==> config.mk <==
export PLATFORM = sky130hd
export DESIGN_NAME = adcp_port
export DESIGN_NICKNAME = d
export VERILOG_FILES = /design/src/adcp_port.sv /design/src/adcp_fifo.sv
export SDC_FILE = /design/constraint.sdc
export NUM_CORES = 1
export LEC_CHECK = 0
export ABC_AREA = 0
export BUFFER_PORTS_ARGS = -buffer_cell sky130_fd_sc_hd__buf_2
export CAP_MARGIN = 30
export CORE_MARGIN = 3
export CORE_UTILIZATION = 50
export DETAILED_ROUTE_END_ITERATION = 16
export PLACE_DENSITY = 0.68
export SLEW_MARGIN = 15
export SYNTH_ARGS = -nofsm -noshare
export SYNTH_HDL_FRONTEND = slang
export SYNTH_HIERARCHICAL = 1
export SYNTH_SLANG_ARGS = --single-unit
==> constraint.sdc <==
create_clock -name clk_in -period 4.95 [get_ports clk_in]
set_input_delay 0 -clock clk_in [delete_from_list [all_inputs] [get_ports clk_in]]
set_output_delay 0 -clock clk_in [all_outputs]
set_load 0.005 [all_outputs]
==> src/adcp_port.sv <==
// Purpose: control-word port and sample queue front end of a four-input sampling converter
// Assumes: clk_in at 10 MHz, bus pins and the sample clock pin are asynchronous to it
// Notes: the analog result arrives on sample_value_in for the source on analog_select_out
`timescale 1ns/100ps

package adcp_pkg;
  localparam int unsigned CR_W = 10;
  localparam int unsigned DATA_W = 10;
  localparam int unsigned FIFO_DEPTH = 4;
  localparam int unsigned FIFO_CNT_W = 3;
  localparam int unsigned SIZE_W = 5;

  localparam logic [1:0] ADDR_CR0 = 2'h0;
  localparam logic [1:0] ADDR_CR1 = 2'h1;

  localparam int CR0_VREF = 0;
  localparam int CR0_MODE = 1;
  localparam int CR0_SLEEP = 2;
  localparam int CR0_PICK_LO = 3;
  localparam int CR0_SCAN = 7;
  localparam int CR0_CHECK_LO = 8;
  localparam logic [CR_W-1:0] CR0_RESET = 10'h020;

  localparam int CR1_SOFT_RST = 0;
  localparam int CR1_QCLR = 1;
  localparam int CR1_SIZE_LO = 2;
  localparam int CR1_AV_TYPE = 4;
  localparam int CR1_AV_POL = 5;
  localparam int CR1_RW = 6;
  localparam int CR1_FMT = 7;
  localparam int CR1_OFFSET = 8;
  localparam logic [CR_W-1:0] CR1_RESET = 10'h000;
  localparam logic [CR_W-1:0] CR1_STORE_MASK = 10'h1FC;

  localparam int PIN_SCLK = 0;
  localparam int PIN_WR_N = 1;
  localparam int PIN_RD_N = 2;
  localparam int PIN_CS_HI = 3;
  localparam int PIN_CS_LO_N = 4;
  localparam int PIN_RA_LO = 5;
  localparam int PIN_RA_HI = 6;
  localparam int PIN_D_LO = 7;
  localparam int unsigned SYNC_W = 17;
  localparam logic [SYNC_W-1:0] SYNC_RESET = 17'h0_0017;

  localparam logic [SIZE_W-1:0] LAT_BASE = 5'h08;
  localparam logic [SIZE_W-1:0] SIZE_1 = 5'h01;
  localparam logic [SIZE_W-1:0] SIZE_4 = 5'h04;
  localparam logic [SIZE_W-1:0] SIZE_8 = 5'h08;
  localparam logic [SIZE_W-1:0] SIZE_14 = 5'h0E;

  localparam logic [1:0] CHECK_NORMAL = 2'h0;
  localparam logic [1:0] CHECK_UPPER = 2'h1;
  localparam logic [1:0] CHECK_MID = 2'h2;
  localparam logic [DATA_W-1:0] CODE_UPPER = 10'h3FF;
  localparam logic [DATA_W-1:0] CODE_MID = 10'h200;
  localparam logic [DATA_W-1:0] CODE_LOWER = 10'h000;

  typedef enum logic [2:0] {
    SRC_A_PLUS, SRC_A_MINUS, SRC_B_PLUS, SRC_B_MINUS, SRC_DIFF_A, SRC_DIFF_B
  } adcp_src_t;

  typedef enum logic [0:0] {ST_IDLE, ST_CONVERT} adcp_state_t;

  // cfg is {scan, pair_count_hi, pair_count_lo, input_pick_hi, input_pick_lo}
  function automatic logic [1:0] seq_last(input logic [4:0] cfg);
    case (cfg)
      5'h11: seq_last = 2'h1;
      5'h12: seq_last = 2'h2;
      5'h13: seq_last = 2'h3;
      5'h15: seq_last = 2'h1;
      5'h16: seq_last = 2'h2;
      5'h19: seq_last = 2'h1;
      default: seq_last = 2'h0;
    endcase
  endfunction

  function automatic adcp_src_t seq_src(input logic [4:0] cfg, input logic [1:0] step);
    case (cfg)
      5'h00: seq_src = SRC_A_PLUS;
      5'h01: seq_src = SRC_A_MINUS;
      5'h02: seq_src = SRC_B_PLUS;
      5'h03: seq_src = SRC_B_MINUS;
      5'h04: seq_src = SRC_DIFF_A;
      5'h05: seq_src = SRC_DIFF_B;
      5'h11, 5'h12, 5'h13: begin
        case (step)
          2'h0: seq_src = SRC_A_PLUS;
          2'h1: seq_src = SRC_A_MINUS;
          2'h2: seq_src = SRC_B_PLUS;
          default: seq_src = SRC_B_MINUS;
        endcase
      end
      5'h15: seq_src = (step == 2'h0) ? SRC_A_PLUS : SRC_DIFF_B;
      5'h16: begin
        case (step)
          2'h0: seq_src = SRC_A_PLUS;
          2'h1: seq_src = SRC_A_MINUS;
          default: seq_src = SRC_DIFF_B;
        endcase
      end
      5'h19: seq_src = (step == 2'h0) ? SRC_DIFF_A : SRC_DIFF_B;
      default: seq_src = SRC_A_PLUS;
    endcase
  endfunction

  function automatic logic [SIZE_W-1:0] block_size(input logic [1:0] code);
    case (code)
      2'h0: block_size = SIZE_1;
      2'h1: block_size = SIZE_4;
      2'h2: block_size = SIZE_8;
      default: block_size = SIZE_14;
    endcase
  endfunction
endpackage

module adcp_port
  import adcp_pkg::*;
(
  input wire logic clk_in,
  input wire logic srst_in,
  input wire logic ce_in,
  input wire logic [DATA_W-1:0] bus_data_in,
  output logic [DATA_W-1:0] bus_data_out,
  output logic bus_data_oe_n_out,
  input wire logic reg_addr_bit_lo_in,
  input wire logic reg_addr_bit_hi_in,
  input wire logic chip_select_low_active_n_in,
  input wire logic chip_select_high_active_in,
  input wire logic read_n_in,
  input wire logic write_n_in,
  input wire logic sample_clock_in,
  output logic samples_waiting_n_out,
  input wire logic [DATA_W-1:0] sample_value_in,
  output logic [2:0] analog_select_out,
  output logic hold_pulse_out,
  output logic ref_external_out,
  output logic sleep_request_out,
  output logic [1:0] check_sel_out,
  output logic output_code_format_out,
  output logic offset_enable_out,
  output logic rw_pin_mode_out,
  output logic overflow_out
);

  // ----------------------------------------------------------------
  // pin synchronisers: three stages, a bit moves once stages 2 and 3 agree
  // ----------------------------------------------------------------
  logic [SYNC_W-1:0] s1_r;
  logic [SYNC_W-1:0] s2_r;
  logic [SYNC_W-1:0] s3_r;
  logic [SYNC_W-1:0] pin_r;
  logic [SYNC_W-1:0] pin_prev_r;
  wire [SYNC_W-1:0] pin_raw = {bus_data_in, reg_addr_bit_hi_in, reg_addr_bit_lo_in,
                               chip_select_low_active_n_in, chip_select_high_active_in,
                               read_n_in, write_n_in, sample_clock_in};
  wire [SYNC_W-1:0] agree = s2_r ~^ s3_r;
  wire [SYNC_W-1:0] pin_nxt = (agree & s3_r) | (~agree & pin_r);

  always_ff @(posedge clk_in) begin
    if (srst_in) begin
      s1_r <= SYNC_RESET;
      s2_r <= SYNC_RESET;
      s3_r <= SYNC_RESET;
      pin_r <= SYNC_RESET;
      pin_prev_r <= SYNC_RESET;
    end else if (ce_in) begin
      s1_r <= pin_raw;
      s2_r <= s1_r;
      s3_r <= s2_r;
      pin_r <= pin_nxt;
      pin_prev_r <= pin_r;
    end
  end

  // ----------------------------------------------------------------
  // bus decode
  // ----------------------------------------------------------------
  logic [CR_W-1:0] cr0_r;
  logic [CR_W-1:0] cr1_r;
  logic write_prev_r;
  logic read_prev_r;
  wire cs_active = ~pin_r[PIN_CS_LO_N] & pin_r[PIN_CS_HI];
  wire read_strobe = cs_active & ~pin_r[PIN_RD_N];
  wire write_strobe = cs_active & ~pin_r[PIN_WR_N];
  // data and address are taken from the cycle before the strobe ends, still inside it
  wire write_done = write_prev_r & ~write_strobe;
  wire [1:0] addr_prev = {pin_prev_r[PIN_RA_HI], pin_prev_r[PIN_RA_LO]};
  wire [CR_W-1:0] bus_word = pin_prev_r[PIN_D_LO +: CR_W];
  wire wr_cr0 = write_done & (addr_prev == ADDR_CR0);
  wire wr_cr1 = write_done & (addr_prev == ADDR_CR1);
  wire soft_rst = wr_cr1 & bus_word[CR1_SOFT_RST];
  wire queue_clear = soft_rst | (wr_cr1 & bus_word[CR1_QCLR]);
  wire read_begin = read_strobe & ~read_prev_r;
  wire read_done = read_prev_r & ~read_strobe;

  // ----------------------------------------------------------------
  // control words
  // ----------------------------------------------------------------
  always_ff @(posedge clk_in) begin
    if (srst_in) begin
      cr0_r <= CR0_RESET;
      cr1_r <= CR1_RESET;
    end else if (ce_in) begin
      if (soft_rst) begin
        cr0_r <= CR0_RESET;
        cr1_r <= CR1_RESET;
      end else begin
        if (wr_cr0) begin
          cr0_r <= bus_word;
        end
        if (wr_cr1) begin
          // reset and clear bits act once and are not kept, bit 9 stays zero
          cr1_r <= bus_word & CR1_STORE_MASK;
        end
      end
    end
  end

  // ----------------------------------------------------------------
  // field views
  // ----------------------------------------------------------------
  wire awake = ~cr0_r[CR0_SLEEP];
  wire single_mode = cr0_r[CR0_MODE];
  wire [4:0] scan_cfg = cr0_r[CR0_SCAN:CR0_PICK_LO];
  wire [1:0] check_sel = cr0_r[CR0_CHECK_LO +: 2];
  wire [SIZE_W-1:0] size = block_size(cr1_r[CR1_SIZE_LO +: 2]);
  wire [SIZE_W-1:0] lat_target = SIZE_W'(LAT_BASE + size);
  wire [1:0] last_step = seq_last(scan_cfg);

  assign ref_external_out = cr0_r[CR0_VREF];
  assign sleep_request_out = cr0_r[CR0_SLEEP];
  assign check_sel_out = check_sel;
  assign output_code_format_out = cr1_r[CR1_FMT];
  assign offset_enable_out = cr1_r[CR1_OFFSET];
  assign rw_pin_mode_out = cr1_r[CR1_RW];

  // ----------------------------------------------------------------
  // conversion sequencing
  // ----------------------------------------------------------------
  adcp_state_t state_r;
  logic [1:0] step_r;
  logic [SIZE_W-1:0] lat_cnt_r;
  logic [SIZE_W-1:0] blk_cnt_r;
  logic hold_r;
  adcp_src_t src_r;
  logic overflow_r;
  logic av_pulse_r;
  logic av_n_r;
  logic fifo_in_ready;
  logic fifo_out_valid;
  logic [DATA_W-1:0] fifo_out_data;
  logic [FIFO_CNT_W-1:0] fifo_count;

  wire sclk_fall = pin_prev_r[PIN_SCLK] & ~pin_r[PIN_SCLK];
  wire lat_done = (lat_cnt_r >= lat_target);
  wire cont_edge = ~single_mode & awake & sclk_fall;
  wire lat_step = cont_edge & ~lat_done;
  wire cont_push = cont_edge & lat_done;
  wire single_push = (state_r == ST_CONVERT);
  // single mode waits for room, continuous mode cannot and drops the value instead
  wire step_go = cont_push | (single_push & fifo_in_ready);
  wire push_req = cont_push | single_push;
  wire push_fire = push_req & fifo_in_ready;
  wire drop = cont_push & ~fifo_in_ready;
  wire start = single_mode & awake & sclk_fall & (state_r == ST_IDLE);
  wire [1:0] step_nxt = (step_r == last_step) ? 2'h0 : 2'(step_r + 2'h1);
  adcp_src_t cur_src;
  assign cur_src = seq_src(scan_cfg, step_r);

  // test levels replace the input value, format bit flips the sign bit
  wire [DATA_W-1:0] raw_value = (check_sel == CHECK_NORMAL) ? sample_value_in :
                                (check_sel == CHECK_UPPER) ? CODE_UPPER :
                                (check_sel == CHECK_MID) ? CODE_MID : CODE_LOWER;
  wire [DATA_W-1:0] push_value = cr1_r[CR1_FMT] ?
                                 {~raw_value[DATA_W-1], raw_value[DATA_W-2:0]} : raw_value;

  always_ff @(posedge clk_in) begin
    if (srst_in) begin
      state_r <= ST_IDLE;
      step_r <= 2'h0;
      lat_cnt_r <= '0;
      hold_r <= 1'b0;
      src_r <= SRC_A_PLUS;
    end else if (ce_in) begin
      hold_r <= start;
      src_r <= cur_src;
      if (queue_clear | wr_cr0) begin
        state_r <= ST_IDLE;
        step_r <= 2'h0;
        if (queue_clear) begin
          lat_cnt_r <= '0;
        end
      end else begin
        if (lat_step) begin
          lat_cnt_r <= SIZE_W'(lat_cnt_r + 1'b1);
        end
        case (state_r)
          ST_IDLE: begin
            if (start) begin
              state_r <= ST_CONVERT;
              step_r <= 2'h0;
            end else if (step_go) begin
              step_r <= step_nxt;
            end
          end
          ST_CONVERT: begin
            if (~awake) begin
              state_r <= ST_IDLE;
              step_r <= 2'h0;
            end else if (step_go) begin
              step_r <= step_nxt;
              if (step_r == last_step) begin
                state_r <= ST_IDLE;
              end
            end
          end
          default: begin
            state_r <= ST_IDLE;
          end
        endcase
      end
    end
  end

  assign analog_select_out = src_r;
  assign hold_pulse_out = hold_r;

  // ----------------------------------------------------------------
  // sample queue
  // ----------------------------------------------------------------
  adcp_fifo #(
    .WIDTH(DATA_W),
    .DEPTH(FIFO_DEPTH),
    .CNT_W(FIFO_CNT_W)
  ) u_fifo (
    .clk_in(clk_in),
    .srst_in(srst_in),
    .ce_in(ce_in),
    .clear_in(queue_clear),
    .in_valid_in(push_req),
    .in_data_in(push_value),
    .in_ready_out(fifo_in_ready),
    .out_valid_out(fifo_out_valid),
    .out_data_out(fifo_out_data),
    .out_ready_in(read_done),
    .count_out(fifo_count)
  );

  // ----------------------------------------------------------------
  // block counting and data-available flag
  // ----------------------------------------------------------------
  wire [SIZE_W-1:0] blk_inc = SIZE_W'(blk_cnt_r + 1'b1);
  wire blk_hit = push_fire & (blk_inc >= size);
  wire fill_hit = ({2'h0, fifo_count} >= size);
  wire av_active = cr1_r[CR1_AV_TYPE] ? fill_hit : av_pulse_r;

  always_ff @(posedge clk_in) begin
    if (srst_in) begin
      blk_cnt_r <= '0;
      av_pulse_r <= 1'b0;
      av_n_r <= 1'b1;
      overflow_r <= 1'b0;
    end else if (ce_in) begin
      av_pulse_r <= blk_hit & ~queue_clear;
      av_n_r <= ~av_active ^ cr1_r[CR1_AV_POL];
      // a drop in the clearing cycle still leaves the flag set
      overflow_r <= drop | (overflow_r & ~queue_clear);
      if (queue_clear) begin
        blk_cnt_r <= '0;
      end else if (blk_hit) begin
        blk_cnt_r <= '0;
      end else if (push_fire) begin
        blk_cnt_r <= blk_inc;
      end
    end
  end

  assign samples_waiting_n_out = av_n_r;
  assign overflow_out = overflow_r;

  // ----------------------------------------------------------------
  // bus read side, served whether asleep or not
  // ----------------------------------------------------------------
  logic [DATA_W-1:0] bus_data_r;
  logic bus_oe_n_r;

  always_ff @(posedge clk_in) begin
    if (srst_in) begin
      write_prev_r <= 1'b0;
      read_prev_r <= 1'b0;
      bus_data_r <= '0;
      bus_oe_n_r <= 1'b1;
    end else if (ce_in) begin
      write_prev_r <= write_strobe;
      read_prev_r <= read_strobe;
      if (read_begin) begin
        bus_data_r <= fifo_out_valid ? fifo_out_data : '0;
        bus_oe_n_r <= 1'b0;
      end else if (read_done) begin
        bus_oe_n_r <= 1'b1;
      end
    end
  end

  assign bus_data_out = bus_data_r;
  assign bus_data_oe_n_out = bus_oe_n_r;

endmodule // adcp_port

==> src/adcp_fifo.sv <==
// Purpose: small first-in first-out store between the converter and the bus read side
// Assumes: one clock, synchronous active-high reset, clock enable freezes all state
// Notes: push when full and pop when empty are refused through the ready/valid flags
`timescale 1ns/100ps

module adcp_fifo #(
  parameter int unsigned WIDTH = 10,
  parameter int unsigned DEPTH = 4,
  parameter int unsigned CNT_W = $clog2(DEPTH + 1)
) (
  input wire logic clk_in,
  input wire logic srst_in,
  input wire logic ce_in,
  input wire logic clear_in,
  input wire logic in_valid_in,
  input wire logic [WIDTH-1:0] in_data_in,
  output logic in_ready_out,
  output logic out_valid_out,
  output logic [WIDTH-1:0] out_data_out,
  input wire logic out_ready_in,
  output logic [CNT_W-1:0] count_out
);

  localparam int unsigned PTR_W = (DEPTH > 1) ? $clog2(DEPTH) : 1;
  localparam logic [PTR_W-1:0] PTR_LAST = PTR_W'(DEPTH - 1);
  localparam logic [CNT_W-1:0] CNT_FULL = CNT_W'(DEPTH);

  logic [WIDTH-1:0] mem_r [DEPTH];
  logic [PTR_W-1:0] wr_ptr_r;
  logic [PTR_W-1:0] rd_ptr_r;
  logic [CNT_W-1:0] count_r;
  wire push = in_valid_in & in_ready_out;
  wire pop = out_valid_out & out_ready_in;
  wire [PTR_W-1:0] wr_ptr_nxt = (wr_ptr_r == PTR_LAST) ? '0 : PTR_W'(wr_ptr_r + 1'b1);
  wire [PTR_W-1:0] rd_ptr_nxt = (rd_ptr_r == PTR_LAST) ? '0 : PTR_W'(rd_ptr_r + 1'b1);

  assign in_ready_out = (count_r != CNT_FULL);
  assign out_valid_out = (count_r != '0);
  assign out_data_out = mem_r[rd_ptr_r];
  assign count_out = count_r;

  // ----------------------------------------------------------------
  // pointers and fill count
  // ----------------------------------------------------------------
  always_ff @(posedge clk_in) begin
    if (srst_in) begin
      wr_ptr_r <= '0;
      rd_ptr_r <= '0;
      count_r <= '0;
    end else if (ce_in) begin
      if (clear_in) begin
        wr_ptr_r <= '0;
        rd_ptr_r <= '0;
        count_r <= '0;
      end else begin
        if (push) begin
          wr_ptr_r <= wr_ptr_nxt;
        end
        if (pop) begin
          rd_ptr_r <= rd_ptr_nxt;
        end
        if (push & ~pop) begin
          count_r <= CNT_W'(count_r + 1'b1);
        end else if (pop & ~push) begin
          count_r <= CNT_W'(count_r - 1'b1);
        end
      end
    end
  end

  // ----------------------------------------------------------------
  // storage, no reset needed since count guards every read
  // ----------------------------------------------------------------
  always_ff @(posedge clk_in) begin
    if (ce_in & push & ~clear_in) begin
      mem_r[wr_ptr_r] <= in_data_in;
    end
  end

endmodule // adcp_fifo

* Word-level counts from Yosys, hierarchy flattened
Memories as Yosys holds them, arrays and structs flattened. A register that Yosys moved wholly into a read port is not among the register bits. Index checks and enable logic that the tools add are counted.
Operators by class: $add $sub $neg 8, $lt $le $gt $ge 3, equal/unequal tests 23, mux-type cells 50, bitwise logic cells 57, reduce and logical (&&, ||, !) cells 25
Operators with widths (count):
- $mux W10 | 7
- $and A17 B17 Y17 | 2
- $eq A5 B5 Y1 const B | 6
- $mux W5 | 6
- $and A1 B1 Y1 | 29
- $pmux W3 S9 | 1
- $mux W2 | 13
- $mux W9 | 2
- $not A1 Y1 | 17
- $not A17 Y17 | 1
- $or A17 B17 Y17 | 1
- $xnor A17 B17 Y17 | 1
- $reduce_and A2 Y1 | 8
- $mux W3 | 4
- $pmux W2 S3 | 2
- $pmux W4 S3 | 1
- $reduce_bool A2 Y1 | 6
- $mux W1 | 11
- $add A5 B1 Y5 const B | 2
- $eq A2 B2 Y1 const B | 5
- $eq A5 B2 Y1 const B | 2
- $eq A5 B3 Y1 const B | 2
- $ge A5 B5 Y1 | 2
- $reduce_bool A3 Y1 | 3
- other kinds (19) | 32
Word-level totals: register bits 144, memory bits (writable) 40, bits of input ports 30, output and inout port bits 24, logic and storage cells 190, memories kept 1
Memories:
- u_fifo.mem_r | words 4, width 10, rd ports 1, clocked after Yosys merged registers in 1, write ports 1, RTL line adcp_fifo.sv:28 | logic [WIDTH-1:0] mem_r [DEPTH];

* Depth between registers and ports, before layout
depth in word-level cells 12, mapped depth 14, mapped depth without buffers 12

* Cells and area by module
The synthesis kept the hierarchy.
By module, submodules not included:
- adcp_port | instances 1, cells an instance 656, area an instance 5826.8 sq um, seq. area each 2622.5 sq um
- adcp_fifo | instances 1, cells an instance 126, area an instance 2060.7 sq um, seq. area each 1381.3 sq um

* Worst setup path before layout
Ideal clock, no wire load.
kind register to register, from reg cr1_r[2], to reg u_fifo.count_r[1] (netlist: u_fifo/count_out[1]), library setup time 0.070 ns, arrival time 3.057 ns, data required time 4.880 ns, path slack 1.823 ns, cell stages (with the launch flop) 14, path buffers 2, period minus slack after synthesis 3.127 ns, cells stage by stage dfxtp_1 -> nor2_1 -> ha_1 -> nand2b_1 -> a221oi_2 -> o21ai_2 -> or2_2 -> clkbuf_1 -> and2_4 -> buf_6 -> nor2b_1 -> fa_1 -> or3_1 -> a21oi_1
On the way: cells in the longest elaborated chain, start to end 11, elaborated cells between the ends (all ways) 16, those cells by class add/sub: 1; order compare: 1; eq/ne: 2; mux: 3; bitwise: 6; reduce/logical: 3
Ends and longest elaborated chain:
- start: declaration | RTL line adcp_port.sv:180 | logic [CR_W-1:0] cr1_r;
- start signal: assignment | RTL line adcp_port.sv:214 | cr1_r <= bus_word & CR1_STORE_MASK;
- $eq A2 B2 Y1 (tied with other cells) | RTL line adcp_port.sv:108 | case (code)
- $pmux W4 S3 (*) | RTL line adcp_port.sv:108
- $add A4 B5 Y5 (*) | RTL line adcp_port.sv:228 | wire [SIZE_W-1:0] lat_target = SIZE_W'(LAT_BASE + size);
- $ge A5 B5 Y1 (*) | RTL line adcp_port.sv:256 | wire lat_done = (lat_cnt_r >= lat_target);
- $and A1 B1 Y1 (*) | RTL line adcp_port.sv:259 | wire cont_push = cont_edge & lat_done;
- $or A1 B1 Y1 (*) | RTL line adcp_port.sv:263 | wire push_req = cont_push | single_push;
- net push_req | RTL line adcp_port.sv:263
- $and A1 B1 Y1 (*) | RTL line adcp_fifo.sv:32 | wire push = in_valid_in & in_ready_out;
- $not A1 Y1 | RTL line adcp_fifo.sv:64 | end else if (pop & ~push) begin
- $and A1 B1 Y1 | RTL line adcp_fifo.sv:64
- $reduce_bool A3 Y1 (no source line)
- $reduce_and A2 Y1 (no source line)
- end signal: assignment | RTL line adcp_fifo.sv:63 | count_r <= CNT_W'(count_r + 1'b1);
- end signal: assignment | RTL line adcp_fifo.sv:65 | count_r <= CNT_W'(count_r - 1'b1);
- end: declaration | RTL line adcp_fifo.sv:31 | logic [CNT_W-1:0] count_r;
The timed path passes the listed nets; every way through them passes the cells marked *. A chain may end at the register's enable or synchronous reset.

* Worst setup path after layout
from reg cr1_r[3], to reg u_fifo.count_r[2] (netlist: u_fifo/count_out[2])
The elaborated chain is that of the path after synthesis.

==> reports/results.txt <==
Root Driver - clkbuf_16
Worst hold path class - in2reg
Total CTS buffers - 17
First-pass GRT wire length - 26.5 mm
Critical path class - reg2reg
Core area - 15,300 um2
Int Power - 2.29 mW
Area Overhead vs Synth - 14.9%
Clk_lat worst skew - 0.42 ns
Post-synthesis sequential area ratio - 50.8%
Final hold vios - 0
Logic pwr share - 5.0%
Syn nets - 837
Filler Cell Count - 1,299
Worst-Margin Slew - 0.972 ns
Commonest non-fill, non-tap cells in the layout - 140 x dfxtp_1, 88 x nand2_1, 76 x nor2_1
Yosys warns - 6
Asr flop ratio synth - 0%
I/O pin cnt - 54
XOR/XNOR Fraction of Synth Area - 1.33%
Worst EP required - 5.27 ns
Setup violations, final - 0
Drt pass-1 iters - 5
Status - complete, no violations
Ys flop type - dfxtp_1
Largest net degree at the start of global routing - 96
Number of nets in the layout - 892
Most common cell after layout, fill and taps aside - dfxtp_1
Post-DP HPWL - 10.7 mm
Tcrit/Tclk final - 65.1%
Yosys reg bits - 180
Cell count after synthesis - 782
Type of origin of the critical path - flip-flop
Synthesized area - 7890 um2
Peak supply drop - 220 uV
Post-synth EDFFs - 40
Number of global-route vias before repair - 5,640
Distinct cells, synth - 69
Final wirelength - 15.8 mm
Sequential cell area - 4000 um2
Final slew viol count - 0
Overall die height - 132 um
Drt initial violations - 408
Post-CTS Hold Fix Bufs - 27
All-Layer GR Usage - 18.6%
Post-synthesis mux area share - 11.7%
Sw frac - 22.0%
Reg power frac - 52.3%
# Max-Cap Violations - 0
Initial Util - 51.5%
Area after DPL - 8230 um2
Antenna Nets Post-Route - 0
Leakage dissipation - 3.71 nW
# Post-CTS Setup Buffers - 0
Core Util, Final - 59.2%
Overflow after GRT - 0
RSZ-0062 raised after global routing - false
Post-synthesis compound-gate area fraction - 12.5%
Syn Area/Cell - 10.1 um2
Synth Area in Simple Gates - 15.7%
Clock skew - 0.00610 ns
Via Count - 5,779
Area of the multi-input gates - 3580 um2
PostCTS Resize Cnt - 0
Slew headroom - 35.2%
Initial antenna violation count - 0
Largest family of logic cells by synthesized area - simple AND/OR/NAND/NOR gates
WP data arrival - 3.54 ns
Net switching power - 647 uW
Clock Path Buffers - 2
Setup TNS - 0 ns
Post-synthesis adder-cell area fraction - 4.20%
CTS tree - done
Cell Pwr Density - 324 nW/um2
Clk slew on worst S/H paths - 0.06 ns
Share of cells above drive strength 1 - 14.6%
Fmax - 0.310 GHz
Die Wd - 132 um
Clock group share of total power - 42.6%
Cell area after layout - 9060 um2
PortBufs - 53
Critical Path End Type - flip-flop
Antenna diode count - 0
Routed length per instance - 14.9 um
Die ar. - 17,300 um2
Num rows - 45
RePlAce Congestion - 0.848
Critical Path Fanout Max - 10
Via density - 5.45
Clock sink total - 180
H-tree depth - 4
Crit path time final - 3.22 ns
DRC viols - 0
## cell families (layout without fill, tap and decap cells)
family / Yosys count / count (layout)
and+or+nand+nor: 257 / 257
muxes: 79 / 79
xor gates and xnor gates: 12 / 12
DFF: 180 / 180
AOI/OAI and AO/OA: 155 / 155
adders and majority gates: 26 / 26
buffers and inverters: 73 / 141
## critical path, stage by stage, from the launching register on
cell	delay [ns]
dfxtp_1	0.35
nor2_1	0.22
ha_1	0.27
nand2b_1	0.15
a221oi_2	0.33
o21ai_2	0.15
or2_2	0.40
and2_4	0.20
nor2b_1	0.15
fa_1	0.38
a211oi_1	0.19
a2bb2oi_1	0.10
o41ai_1	0.23
## cell usage after synthesis, types with 3 or more instances
cell      instances  area share, %
mux2i_1          66            8.4
nand4b_1          4           0.44
ha_1             24            3.8
xor2_1            3           0.33
nand2_1          88            4.2
nand3_1          30            1.9
inv_1            26            1.2
a21oi_1          65            4.1
edfxtp_1         40             15
clkbuf_1         32            1.5
mux2_2            3           0.43
and3_1            6           0.48
o21ai_0          32            2.0
nand2b_1         12           0.95
buf_2             9           0.57
xnor2_1           9            1.0
mux4_2           10            2.9
a211oi_1          4           0.38
dfxtp_1         140             36
nor3b_1           4           0.38
nor3_1           10           0.63
a32o_1            4           0.51
o211ai_1          5           0.48
a21o_1           16            1.5
nor2_1           76            3.6
a22oi_1           3           0.29
or2_2             4           0.32
## stage by stage
stage / total power, mW / worst slack (ns) / std cells / hold slack [ns]
after floorplan: 1.67 / 1.82 / 782 / 0.117
after global placement: 1.70 / 1.87 / 1002 / 0.218
after detailed placement: 1.70 / 1.71 / 1002 / 0.227
after CTS: 2.97 / 1.72 / 1061 / 0.105
after global routing: 3.05 / 1.40 / 1061 / 0.135
final: 2.94 / 1.73 / 1061 / 0.116
## per-layer routing
metal / GRT usage [%] / routed length (um) / vias up
li1: - / - / 2873
met1: 22.8 / 7040 / 2762
met2: 31.6 / 7930 / 124
met3: 4.52 / 652 / 20
met4: 7.29 / 206 / 0
met5: 0 / 0 / -
## power groups by stage
stage | clock (mW) | sequential, mW | combinational [mW]
2_1_floorplan | 0 | 1.57 | 0.0999
3_3_place_gp | 0 | 1.57 | 0.127
3_5_place_dp | 0 | 1.57 | 0.132
4_1_cts | 1.28 | 1.54 | 0.148
5_1_grt | 1.35 | 1.54 | 0.164
6_report | 1.25 | 1.54 | 0.148
## final timing paths
path	start	to	slack [ns]	depth (start not counted)
min reg2reg	bus_data_out[0]	bus_data_out[0]	0.45	2
min	sample_value_in[9]	u_fifo/mem_r[2][9]	0.12	3
max	cr1_r[3]	u_fifo/count_out[2]	1.73	12
max reg2reg	cr1_r[3]	u_fifo/count_out[2]	1.73	12
## area by class of cell
class | instances | area share, %
Clock buffer | 22 | 5.36
Clock inverter | 10 | 0.773
Inverter | 26 | 1.08
Multi-Input combinational cell | 529 | 39.5
Sequential cell | 180 | 44.2
Tap cell | 211 | 2.91
Timing Repair Buffer | 83 | 6.21
No activity file was read; power rests on OpenSTA's default activity.
